## src/rtl/tcc_pkg.sv

```systemverilog
// Purpose: Shared constants, carriers and states of the counter/timer unit.
// Assumes: Host writes arrive as one-cycle requests synchronous to core_clk.
// Notes:   Control word fields are carried as a packed struct, D7 first.
package tcc_pkg;

   // Unit geometry
   localparam int NUM_CHAN = 4;             // Channels in the unit
   localparam int CHAN_W   = 2;             // Channel number width

   // Prescaler terminal counts (divide by 16 or by 256)
   localparam logic [7:0] PSC_LAST_LO = 8'h0F;
   localparam logic [7:0] PSC_LAST_HI = 8'hFF;
   localparam logic [7:0] PSC_RESET   = 8'h00;

   // Triggered start timing, in system clocks
   localparam logic [1:0] TRIG_GUARD_CYC = 2'h2; // Least gap from load to trigger
   localparam logic [1:0] TRIG_START_CYC = 2'h2; // Trigger edge to prescaler start
   localparam logic [1:0] ARM_LOAD       = 2'(TRIG_START_CYC - 2'h2);

   // Values after reset
   localparam logic [7:0] CTRL_RESET = 8'h00;    // Interrupts off, nothing pending
   localparam logic [7:0] TC_RESET   = 8'h00;
   localparam logic [8:0] CNT_RESET  = 9'h000;
   localparam logic [4:0] VEC_RESET  = 5'h00;    // Host part of the vector
   localparam logic [8:0] CNT_ONE    = 9'h001;   // Count value that ends a period
   localparam logic [8:0] TC_FULL    = 9'h100;   // All-zero constant means 256

   // Vector layout: host bits 7..3, channel code 2..1, bit 0 low
   localparam int VEC_CODE_LSB = 1;

   // Channel control word as written by the host
   typedef struct packed {
      logic intEn;        // D7: request interrupt at zero count
      logic counterMode;  // D6: count pin edges instead of prescaled clock
      logic pscHigh;      // D5: divide by 256 instead of 16
      logic risingEdge;   // D4: active pin edge is rising
      logic trigStart;    // D3: timer waits for a pin edge
      logic tcFollows;    // D2: next write is a time constant
      logic stop;         // D1: halt the down-counter
      logic ctlFlag;      // D0: set for control words, clear for vectors
   } tcc_ctrl_t;

   // One host write to the unit
   typedef struct packed {
      logic                valid; // One-cycle write strobe
      logic [CHAN_W-1:0]   chan;  // Addressed channel
      logic [7:0]          data;  // Byte written
   } tcc_wr_t;

   // Channel operating states
   typedef enum logic [2:0] {
      ST_IDLE,       // After reset, never programmed
      ST_WAIT_TC,    // Stopped, waiting for a time constant
      ST_WAIT_TRIG,  // Loaded, waiting for the start edge
      ST_ARM,        // Start edge seen, prescaler about to run
      ST_RUN,        // Down-counter active
      ST_HALT        // Stopped, waiting for a control word
   } tcc_state_t;

   // Time constant to period length, zero standing for 256
   function automatic logic [8:0] tcc_expand(logic [7:0] v);
      tcc_expand = (v == 8'h00) ? TC_FULL : {1'b0, v};
   endfunction

endpackage

```

## src/rtl/tcc_counter_timer_unit.sv

```systemverilog
// Purpose: Four-channel counter/timer unit with control, constant and vector writes.
// Assumes: Pin inputs and host writes are synchronous to core_clk.
// Notes:   Zero count pulses and interrupt requests are registered outputs.
//
// Contract
// RL1: D6 clear: prescaled system clock decrements counter
// RL2: D6 set: pin edges decrement, prescaler bypassed
// RL3: D5 clear divides system clock by 16
// RL4: D4 picks pin edge, 0 falling, 1 rising
// RL5: D3 clear: timer starts itself after loading
// RL6: D3 set: timer starts on later pin edge
// RL7: Prescaler starts second clock after trigger edge
// RL8: Trigger before load acts as D3 clear
// RL9: D2 set: next channel write is constant
// RL10: First word after reset has D2 set
// RL11: Constant written while counting loads at zero
// RL12: D1 set stops counter, keeps other settings
// RL13: D2 and D1 set: wait for constant
// RL14: D2 clear, D1 set: wait for control word
// RL15: Constant zero means 256, range 1-256
// RL16: Channel 0 write with D0 clear is vector
// RL17: Vector bits 7..3 from host, 2..1 auto
// RL18: Channel code binary, channel 0 highest priority
// RL19: Control words always have D0 set
// RL20: D7 set requests interrupt at every zero
// RL21: Enabling while running waits for next zero
// RL22: Zero count reloads and keeps counting
// RL23: After reset idle, interrupts off, until programmed
module tcc_counter_timer_unit #(
   parameter int NUM_CHAN = tcc_pkg::NUM_CHAN
) (
   input  wire logic                  core_clk,
   input  wire logic                  rst_n,
   input  wire tcc_pkg::tcc_wr_t      hostWr,
   input  wire logic [NUM_CHAN-1:0]   clockTriggerIn,
   input  wire logic                  intAck,
   output logic [NUM_CHAN-1:0]        zeroCount,
   output logic [NUM_CHAN-1:0]        chanRunning,
   output logic                       intReq,
   output logic [7:0]                 intVector
);

   // Reset synchroniser: asserts at once, releases after two edges
   logic rstMeta_q;
   logic rstSync_q;

   always_ff @(posedge core_clk or negedge rst_n) begin
      if (!rst_n) begin
         rstMeta_q <= 1'b0;
         rstSync_q <= 1'b0;
      end else begin
         rstMeta_q <= 1'b1;
         rstSync_q <= rstMeta_q;
      end
   end

   // Per-channel views collected for the shared logic
   logic [NUM_CHAN-1:0] expTcW;      // Channel expects a time constant
   logic [NUM_CHAN-1:0] pendW;       // Channel interrupt pending
   logic [NUM_CHAN-1:0] ackClr;      // One-hot clear of the served channel
   logic [NUM_CHAN-1:0] zeroW;       // Registered zero pulses
   logic [NUM_CHAN-1:0] runW;        // Registered running flags

   // Vector write: channel 0, no constant due, D0 clear
   logic       vecWr;
   logic [4:0] vecHi_q;              // Host-written vector bits 7..3
   assign vecWr = hostWr.valid && (hostWr.chan == '0) && !expTcW[0]
                  && !hostWr.data[0];                                    // RL16

   // Priority encoder: lowest numbered pending channel wins
   logic [1:0] topCode;
   logic       anyPend;
   always_comb begin
      topCode = 2'h0;
      ackClr  = '0;
      for (int k = NUM_CHAN - 1; k >= 0; k--) begin
         if (pendW[k]) begin
            topCode = 2'(k);                                             // RL18
         end
      end
      if (intAck && (pendW != '0)) begin
         ackClr[topCode] = 1'b1;
      end
   end
   assign anyPend = |pendW;

   // Shared vector register and interrupt outputs
   always_ff @(posedge core_clk or negedge rstSync_q) begin
      if (!rstSync_q) begin
         vecHi_q   <= tcc_pkg::VEC_RESET;
         intReq    <= 1'b0;
         intVector <= 8'h00;
      end else begin
         if (vecWr) begin
            vecHi_q <= hostWr.data[7:3];                                 // RL17
         end
         intReq    <= anyPend;
         intVector <= {vecHi_q, topCode, 1'b0};                          // RL17
      end
   end

   // One copy of the channel logic per channel
   for (genvar i = 0; i < NUM_CHAN; i++) begin : g_chan

      // Channel registers
      tcc_pkg::tcc_ctrl_t  ctrl_q;           // Current control word
      logic [7:0]          tc_q;             // Time constant register
      logic [8:0]          cnt_q;            // Down-counter, 1 to 256
      logic [8:0]          cnt_d;
      logic [7:0]          psc_q;            // Prescaler phase
      logic [7:0]          psc_d;
      logic [1:0]          guard_q;          // Cycles before a trigger counts
      logic [1:0]          guard_d;
      logic [1:0]          arm_q;            // Cycles left before running
      logic [1:0]          arm_d;
      logic                expTc_q;          // Next write is a constant
      logic                trigSeen_q;       // Edge arrived before loading
      logic                trigSeen_d;
      logic                trgPrev_q;        // Pin level one cycle ago
      logic                pend_q;           // Interrupt request pending
      logic                zero_q;           // Zero count pulse
      logic                run_q;            // Running flag
      tcc_pkg::tcc_state_t state_q;
      tcc_pkg::tcc_state_t state_d;

      // Write decode for this channel
      logic               wrHit;
      logic               tcWr;
      logic               ctlWr;
      tcc_pkg::tcc_ctrl_t newCw;
      localparam logic [tcc_pkg::CHAN_W-1:0] CHAN_SEL = tcc_pkg::CHAN_W'(i);
      assign wrHit = hostWr.valid && (hostWr.chan == CHAN_SEL);
      assign tcWr  = wrHit && expTc_q;                                   // RL9
      assign ctlWr = wrHit && !expTc_q && hostWr.data[0];                // RL19
      assign newCw = tcc_pkg::tcc_ctrl_t'(hostWr.data);

      // Pin edge detection on the selected polarity
      logic rise;
      logic fall;
      logic actEdge;
      assign rise    = clockTriggerIn[i] && !trgPrev_q;
      assign fall    = !clockTriggerIn[i] && trgPrev_q;
      assign actEdge = ctrl_q.risingEdge ? rise : fall;                  // RL4

      // Decrement tick: pin edge or prescaler wrap
      logic [7:0] pscLast;
      logic       pscWrap;
      logic       tick;
      logic       zeroHit;
      assign pscLast = ctrl_q.pscHigh ? tcc_pkg::PSC_LAST_HI
                                      : tcc_pkg::PSC_LAST_LO;            // RL3
      assign pscWrap = (psc_q == pscLast);                               // RL1
      assign tick    = (state_q == tcc_pkg::ST_RUN)
                       && (ctrl_q.counterMode ? actEdge : pscWrap);      // RL2
      assign zeroHit = tick && (cnt_q == tcc_pkg::CNT_ONE);

      // Start decision once a constant lands in a stopped channel
      logic                loadStart;
      tcc_pkg::tcc_state_t startState;
      assign loadStart  = tcWr && (state_q != tcc_pkg::ST_RUN)
                          && (state_q != tcc_pkg::ST_WAIT_TRIG)
                          && (state_q != tcc_pkg::ST_ARM);
      assign startState = (ctrl_q.counterMode || !ctrl_q.trigStart
                           || trigSeen_q) ? tcc_pkg::ST_RUN              // RL5 RL8
                                          : tcc_pkg::ST_WAIT_TRIG;       // RL6

      // Trigger goes straight to running when no arming cycle is wanted
      localparam bit ARM_ZERO = (tcc_pkg::TRIG_START_CYC <= 2'h1);

      // Next state, counter and prescaler
      always_comb begin
         state_d    = state_q;
         cnt_d      = cnt_q;
         psc_d      = psc_q;
         guard_d    = guard_q;
         arm_d      = arm_q;
         trigSeen_d = trigSeen_q;
         unique case (state_q)
            tcc_pkg::ST_IDLE: begin
               trigSeen_d = 1'b0;
            end
            tcc_pkg::ST_WAIT_TC: begin
               // Remember an early edge so loading starts at once
               if (actEdge && ctrl_q.trigStart) begin
                  trigSeen_d = 1'b1;                                     // RL8
               end
            end
            tcc_pkg::ST_WAIT_TRIG: begin
               // Edges too close to the load are ignored
               if (guard_q != 2'h0) begin
                  guard_d = guard_q - 2'h1;                              // RL6
               end else if (actEdge) begin
                  state_d = (ARM_ZERO) ? tcc_pkg::ST_RUN : tcc_pkg::ST_ARM;
                  arm_d   = tcc_pkg::ARM_LOAD;                           // RL7
                  psc_d   = tcc_pkg::PSC_RESET;
               end
            end
            tcc_pkg::ST_ARM: begin
               if (arm_q == 2'h0) begin
                  state_d = tcc_pkg::ST_RUN;                             // RL7
               end else begin
                  arm_d = arm_q - 2'h1;
               end
            end
            tcc_pkg::ST_RUN: begin
               // Prescaler free-runs only in timer mode
               if (!ctrl_q.counterMode) begin
                  psc_d = pscWrap ? tcc_pkg::PSC_RESET : psc_q + 8'h01;  // RL1
               end
               if (zeroHit) begin
                  cnt_d = tcc_pkg::tcc_expand(tc_q);                     // RL11 RL22
               end else if (tick) begin
                  cnt_d = cnt_q - 9'h001;
               end
            end
            tcc_pkg::ST_HALT: begin
               trigSeen_d = 1'b0;
            end
         endcase

         // A control word overrides the running sequence
         if (ctlWr) begin
            if (newCw.stop) begin
               state_d = newCw.tcFollows ? tcc_pkg::ST_WAIT_TC           // RL13
                                         : tcc_pkg::ST_HALT;             // RL14 RL12
               trigSeen_d = 1'b0;
            end else if (newCw.tcFollows && (state_q == tcc_pkg::ST_IDLE
                         || state_q == tcc_pkg::ST_HALT)) begin
               state_d    = tcc_pkg::ST_WAIT_TC;                         // RL23
               trigSeen_d = 1'b0;
            end else if (state_q == tcc_pkg::ST_HALT) begin
               state_d = tcc_pkg::ST_RUN;                                // RL12
            end
         end

         // Constant into a stopped channel loads and starts it
         if (loadStart) begin
            cnt_d      = tcc_pkg::tcc_expand(hostWr.data);               // RL15
            psc_d      = tcc_pkg::PSC_RESET;
            guard_d    = tcc_pkg::TRIG_GUARD_CYC - 2'h1;
            state_d    = startState;                                     // RL13
            trigSeen_d = 1'b0;
         end
      end

      // Channel state registers
      always_ff @(posedge core_clk or negedge rstSync_q) begin
         if (!rstSync_q) begin
            state_q    <= tcc_pkg::ST_IDLE;
            cnt_q      <= tcc_pkg::CNT_RESET;
            psc_q      <= tcc_pkg::PSC_RESET;
            guard_q    <= 2'h0;
            arm_q      <= 2'h0;
            trigSeen_q <= 1'b0;
            trgPrev_q  <= 1'b0;
         end else begin
            state_q    <= state_d;
            cnt_q      <= cnt_d;
            psc_q      <= psc_d;
            guard_q    <= guard_d;
            arm_q      <= arm_d;
            trigSeen_q <= trigSeen_d;
            trgPrev_q  <= clockTriggerIn[i];
         end
      end

      // Programming registers: control word and time constant
      always_ff @(posedge core_clk or negedge rstSync_q) begin
         if (!rstSync_q) begin
            ctrl_q  <= tcc_pkg::tcc_ctrl_t'(tcc_pkg::CTRL_RESET);       // RL23
            tc_q    <= tcc_pkg::TC_RESET;
            expTc_q <= 1'b0;
         end else if (ctlWr) begin
            ctrl_q  <= newCw;
            expTc_q <= newCw.tcFollows;                                  // RL9
         end else if (tcWr) begin
            tc_q    <= hostWr.data;                                      // RL11
            expTc_q <= 1'b0;
         end
      end

      // Zero pulse, running flag and interrupt request
      // A new zero beats an acknowledge in the same cycle
      always_ff @(posedge core_clk or negedge rstSync_q) begin
         if (!rstSync_q) begin
            zero_q <= 1'b0;
            run_q  <= 1'b0;
            pend_q <= 1'b0;
         end else begin
            zero_q <= zeroHit;
            run_q  <= (state_d == tcc_pkg::ST_RUN);
            if (zeroHit && ctrl_q.intEn) begin
               pend_q <= 1'b1;                                           // RL20 RL21
            end else if (ackClr[i]) begin
               pend_q <= 1'b0;
            end
         end
      end

      assign expTcW[i] = expTc_q;
      assign pendW[i]  = pend_q;
      assign zeroW[i]  = zero_q;
      assign runW[i]   = run_q;
   end

   assign zeroCount   = zeroW;
   assign chanRunning = runW;

endmodule

```

## config.mk

```make
export PLATFORM = sky130hd
export DESIGN_NAME = tcc_counter_timer_unit
export DESIGN_NICKNAME = d
export VERILOG_FILES = /design/src/rtl/tcc_pkg.sv /design/src/rtl/tcc_counter_timer_unit.sv
export SDC_FILE = /design/constraint.sdc
export NUM_CORES = 1
export LEC_CHECK = 0
export CAP_MARGIN = 20
export CORE_ASPECT_RATIO = 0.9
export CORE_UTILIZATION = 60
export CTS_BUF_LIST = sky130_fd_sc_hd__clkbuf_8
export DETAILED_ROUTE_END_ITERATION = 10
export DONT_BUFFER_PORTS = 1
export PLACE_DENSITY = 0.87
export REMOVE_ABC_BUFFERS = 1
export SYNTH_ARGS = -nofsm -noshare
export SYNTH_HDL_FRONTEND = slang
export SYNTH_SLANG_ARGS = --single-unit
```

## constraint.sdc

```tcl
create_clock -name core_clk -period 10.5 [get_ports core_clk]
set_input_delay 0 -clock core_clk [delete_from_list [all_inputs] [get_ports core_clk]]
set_output_delay 0 -clock core_clk [all_outputs]
set_load 0.01 [all_outputs]
```

==> results.json <==
{
  "yosysSeqAreaShare_pct": 46.6,
  "start_util_pct": 61.9,
  "fin_skew_ps": 13.4,
  "routed_wl_um": 24100,
  "drv_cap": 0,
  "drtPass1Iterations": 8,
  "startpoint_type": "flip-flop",
  "slew_violations": 0,
  "leakagePower_nw": 4.61,
  "cts_tree": "yes",
  "multiInputGateArea_sq_um": 4910,
  "finalHoldViolCount": 0,
  "hp-class": "in -> reg",
  "worst_setup_path_end_kind": "flip-flop",
  "clockBufferDepth": 2,
  "required_ps": 10870,
  "drc": 4,
  "vias": 8118,
  "die_h_um": 125,
  "yosys_warnings": 0,
  "status": "finished with violations",
  "cts_sinks": 187,
  "layout_min_cycle_time_ps": 2930,
  "finalSetupTns_ps": 0,
  "cts.clk_slew.worst_paths_ps": 90,
  "synth_ff_type": "dfrtp_1",
  "crit_path_max_fanout": 13,
  "startpoint": "g_chan[0].expTc_q$_DFFE_PN0P_",
  "path_cells": "nor4bb_2 > dlygate4sd3_1 > buf_4 > nand3_1 > and2_1 > a221o_1",
  "violations": "design-rule violations",
  "power_density_nw_per_um2": 235,
  "hpwl_um": 15000,
  "period_share_pct": 27.9,
  "worst_pin_slew_ps": 1150,
  "final_antenna_net_count": 0,
  "grt_usage_pct": 29.3,
  "ys_ff_latch": 187,
  "cp_data_arrival_time_ps": 3300,
  "final_common_cell": "dfrtp_1",
  "seqCellArea_sq_um": 4680,
  "num-nets-final": 1019,
  "setup_violations": 0,
  "drive_gt1_share_pct": 12.1,
  "cts_root_buf": "clkbuf_8",
  "fmax_mhz": 341,
  "dieArea_sq_um": 17300,
  "wl_per_cell_um": 20.0,
  "pin_count": 35,
  "gp_congestion": 0.875,
  "postCtsResizedCells": 0,
  "via_per_inst": 6.74,
  "cp_slowest_stage_delay_ps": 580,
  "synth-edff-count": 0,
  "synth_area_leaders": "dfrtp_1, mux2_2, a221o_1, nand2_1, nor2_1",
  "synthArstFlopShare_pct": 100,
  "reg2reg_from": "g_chan[0].expTc_q$_DFFE_PN0P_",
  "maxSlewHeadroom_pct": 23.3,
  "grt_setup_unrepaired": "false",
  "min_from": "clockTriggerIn[0]",
  "overflow": 0,
  "fill_cells": 1188,
  "row_count": 44,
  "timing.hold.ws_ps": 8.49,
  "post-synth-top-area-fraction_pct": 46.6,
  "slowest_stage": "dlygate4sd3_1",
  "antenna_found_initial": 3,
  "syn_inst": 1002,
  "fin_cells": 1204,
  "yosysUniqueCellTypes": 78,
  "dpl.cell_count": 1150,
  "die-width_um": 138,
  "critPathKind": "reg -> reg",
  "clock_latency_ps": 480,
  "layout_common_cells": "dfrtp_1, nand2_1, nor2_1",
  "avgSynthCellArea_sq_um": 10.0,
  "synth_area_leader_cell": "dfrtp_1",
  "coreArea_sq_um": 16200,
  "grt_pass1_wl_um": 40000,
  "port_buffers": 0,
  "netlist_area_sq_um": 10000,
  "first_iter_violations": 878,
  "synthToLayoutAreaGrowth_pct": 5.97,
  "ir_drop_uv": 178,
  "grt_pass1_vias": 7794,
  "h-tree-depth": 4,
  "grt_start_max_net_pins": 74,
  "cts_buffers": 17
}
-- area by class of cell --
cell class / count / area share [%]
diodes: 4 / 0.0940
clock buffers: 19 / 2.46
clock inverters: 12 / 1.19
inverters: 40 / 1.41
multi-input cells: 709 / 46.2
flip-flops and latches: 187 / 44.0
well taps: 207 / 2.43
repair buffers: 26 / 2.28
-- through the flow --
stage,utilization (%),instance area (sq um),setup WS (ps),power [mW]
6_report,65.6,10600,7570,2.50
5_1_grt,65.5,10600,7440,2.66
4_1_cts,65.5,10600,7620,2.48
3_5_place_dp,61.9,10100,7850,1.98
3_3_place_gp,61.9,10100,7950,1.94
2_1_floorplan,-,9740,4900,1.78
-- logic make-up after synthesis --
kind of cell / count (synthesis) / share of synthesized area [%]
flip-flops: 187 / 46.6
multiplexers: 54 / 6.01
other: 2 / 0.0747
adder cells (fa/ha/maj): 20 / 2.49
AO/OA/AOI/OAI: 274 / 20.2
XOR/XNOR: 18 / 1.57
buffers and inverters: 106 / 4.58
AND/OR/NAND/NOR: 341 / 18.5
-- state kept, by name (all words and copies together), names as in the netlist --
signal and flops:
g_chan.arm_q 8, g_chan.cnt_q 36, g_chan.ctrl_q 20, g_chan.expTc_q 4, g_chan.guard_q 8, g_chan.pend_q 4
g_chan.psc_q 32, g_chan.run_q 4, g_chan.state_q 12, g_chan.tc_q 32, g_chan.trgPrev_q 4, g_chan.trigSeen_q 4
g_chan.zero_q 4, intReq 1, intVector 7, rstMeta_q 1, rstSync_q 1, vecHi_q 5
-- Yosys cell counts (10+ instances only) --
| cell type | count |
|---|---|
| clkbuf_1 | 42 |
| nand3_1 | 29 |
| inv_1 | 39 |
| mux2_2 | 51 |
| dfrtp_1 | 187 |
| xnor2_1 | 18 |
| a211oi_1 | 33 |
| or4_1 | 13 |
| o22ai_1 | 11 |
| a21oi_1 | 29 |
| o21ai_0 | 45 |
| a221o_1 | 36 |
| nor3b_1 | 17 |
| o31ai_1 | 15 |
| nor2_1 | 69 |
| a22o_1 | 21 |
| nand2_1 | 74 |
| buf_2 | 11 |
| a21o_1 | 17 |
| ha_1 | 20 |
| o211ai_1 | 12 |
| nor2b_1 | 14 |
| nor3_1 | 27 |
| nand2b_1 | 10 |
| and3_1 | 11 |
| nor4_1 | 13 |
-- final timing paths --
kind                                                   to  slack, ps  cells after the start
setup / recovery           g_chan[0].cnt_q[3]$_DFFE_PN0P_       7570                      6
hold / removal             g_chan[0].trigSeen_q$_DFF_PN0_          8                      5
setup reg to reg           g_chan[0].cnt_q[3]$_DFFE_PN0P_       7570                      6
hold reg to reg            g_chan[3].arm_q[1]$_DFFE_PN0P_        360                      0
max in group asynchronous   g_chan[3].tc_q[5]$_DFFE_PN0P_       8010                      2
min in group asynchronous             rstSync_q$_DFF_PN0_        290                      2
-- timing repair --
item,in CTS,in global routing
hold buffers,19,0
setup buffers,0,0
hold endpoints to repair,123,0
endpoints found under the setup margin,0,0
-- critical path, delay by kind of cell (launching register included) --
family | cells | cell delay, ps
simple gates | 3 | 1190
flops | 1 | 510
compound gates | 1 | 330
buf+inv | 2 | 780
-- per-layer routing --
| layer | global-route usage, % | wire, um |
|---|---|---|
| met5 | 0 | 0 |
| met2 | 45.4 | 11200 |
| met3 | 6.34 | 1690 |
| met4 | 14.1 | 755 |
| met1 | 39.3 | 10500 |
-- power by group --
group          switching, mW  leakage [nW]  total, mW  internal (mW)
combinational          0.435          2.03      0.835          0.401
clock                  0.257         0.196      0.478          0.221
sequential             0.264          2.39       1.19          0.924
total                  0.956          4.61       2.50           1.55
No activity file was read; power rests on OpenSTA's default activity.
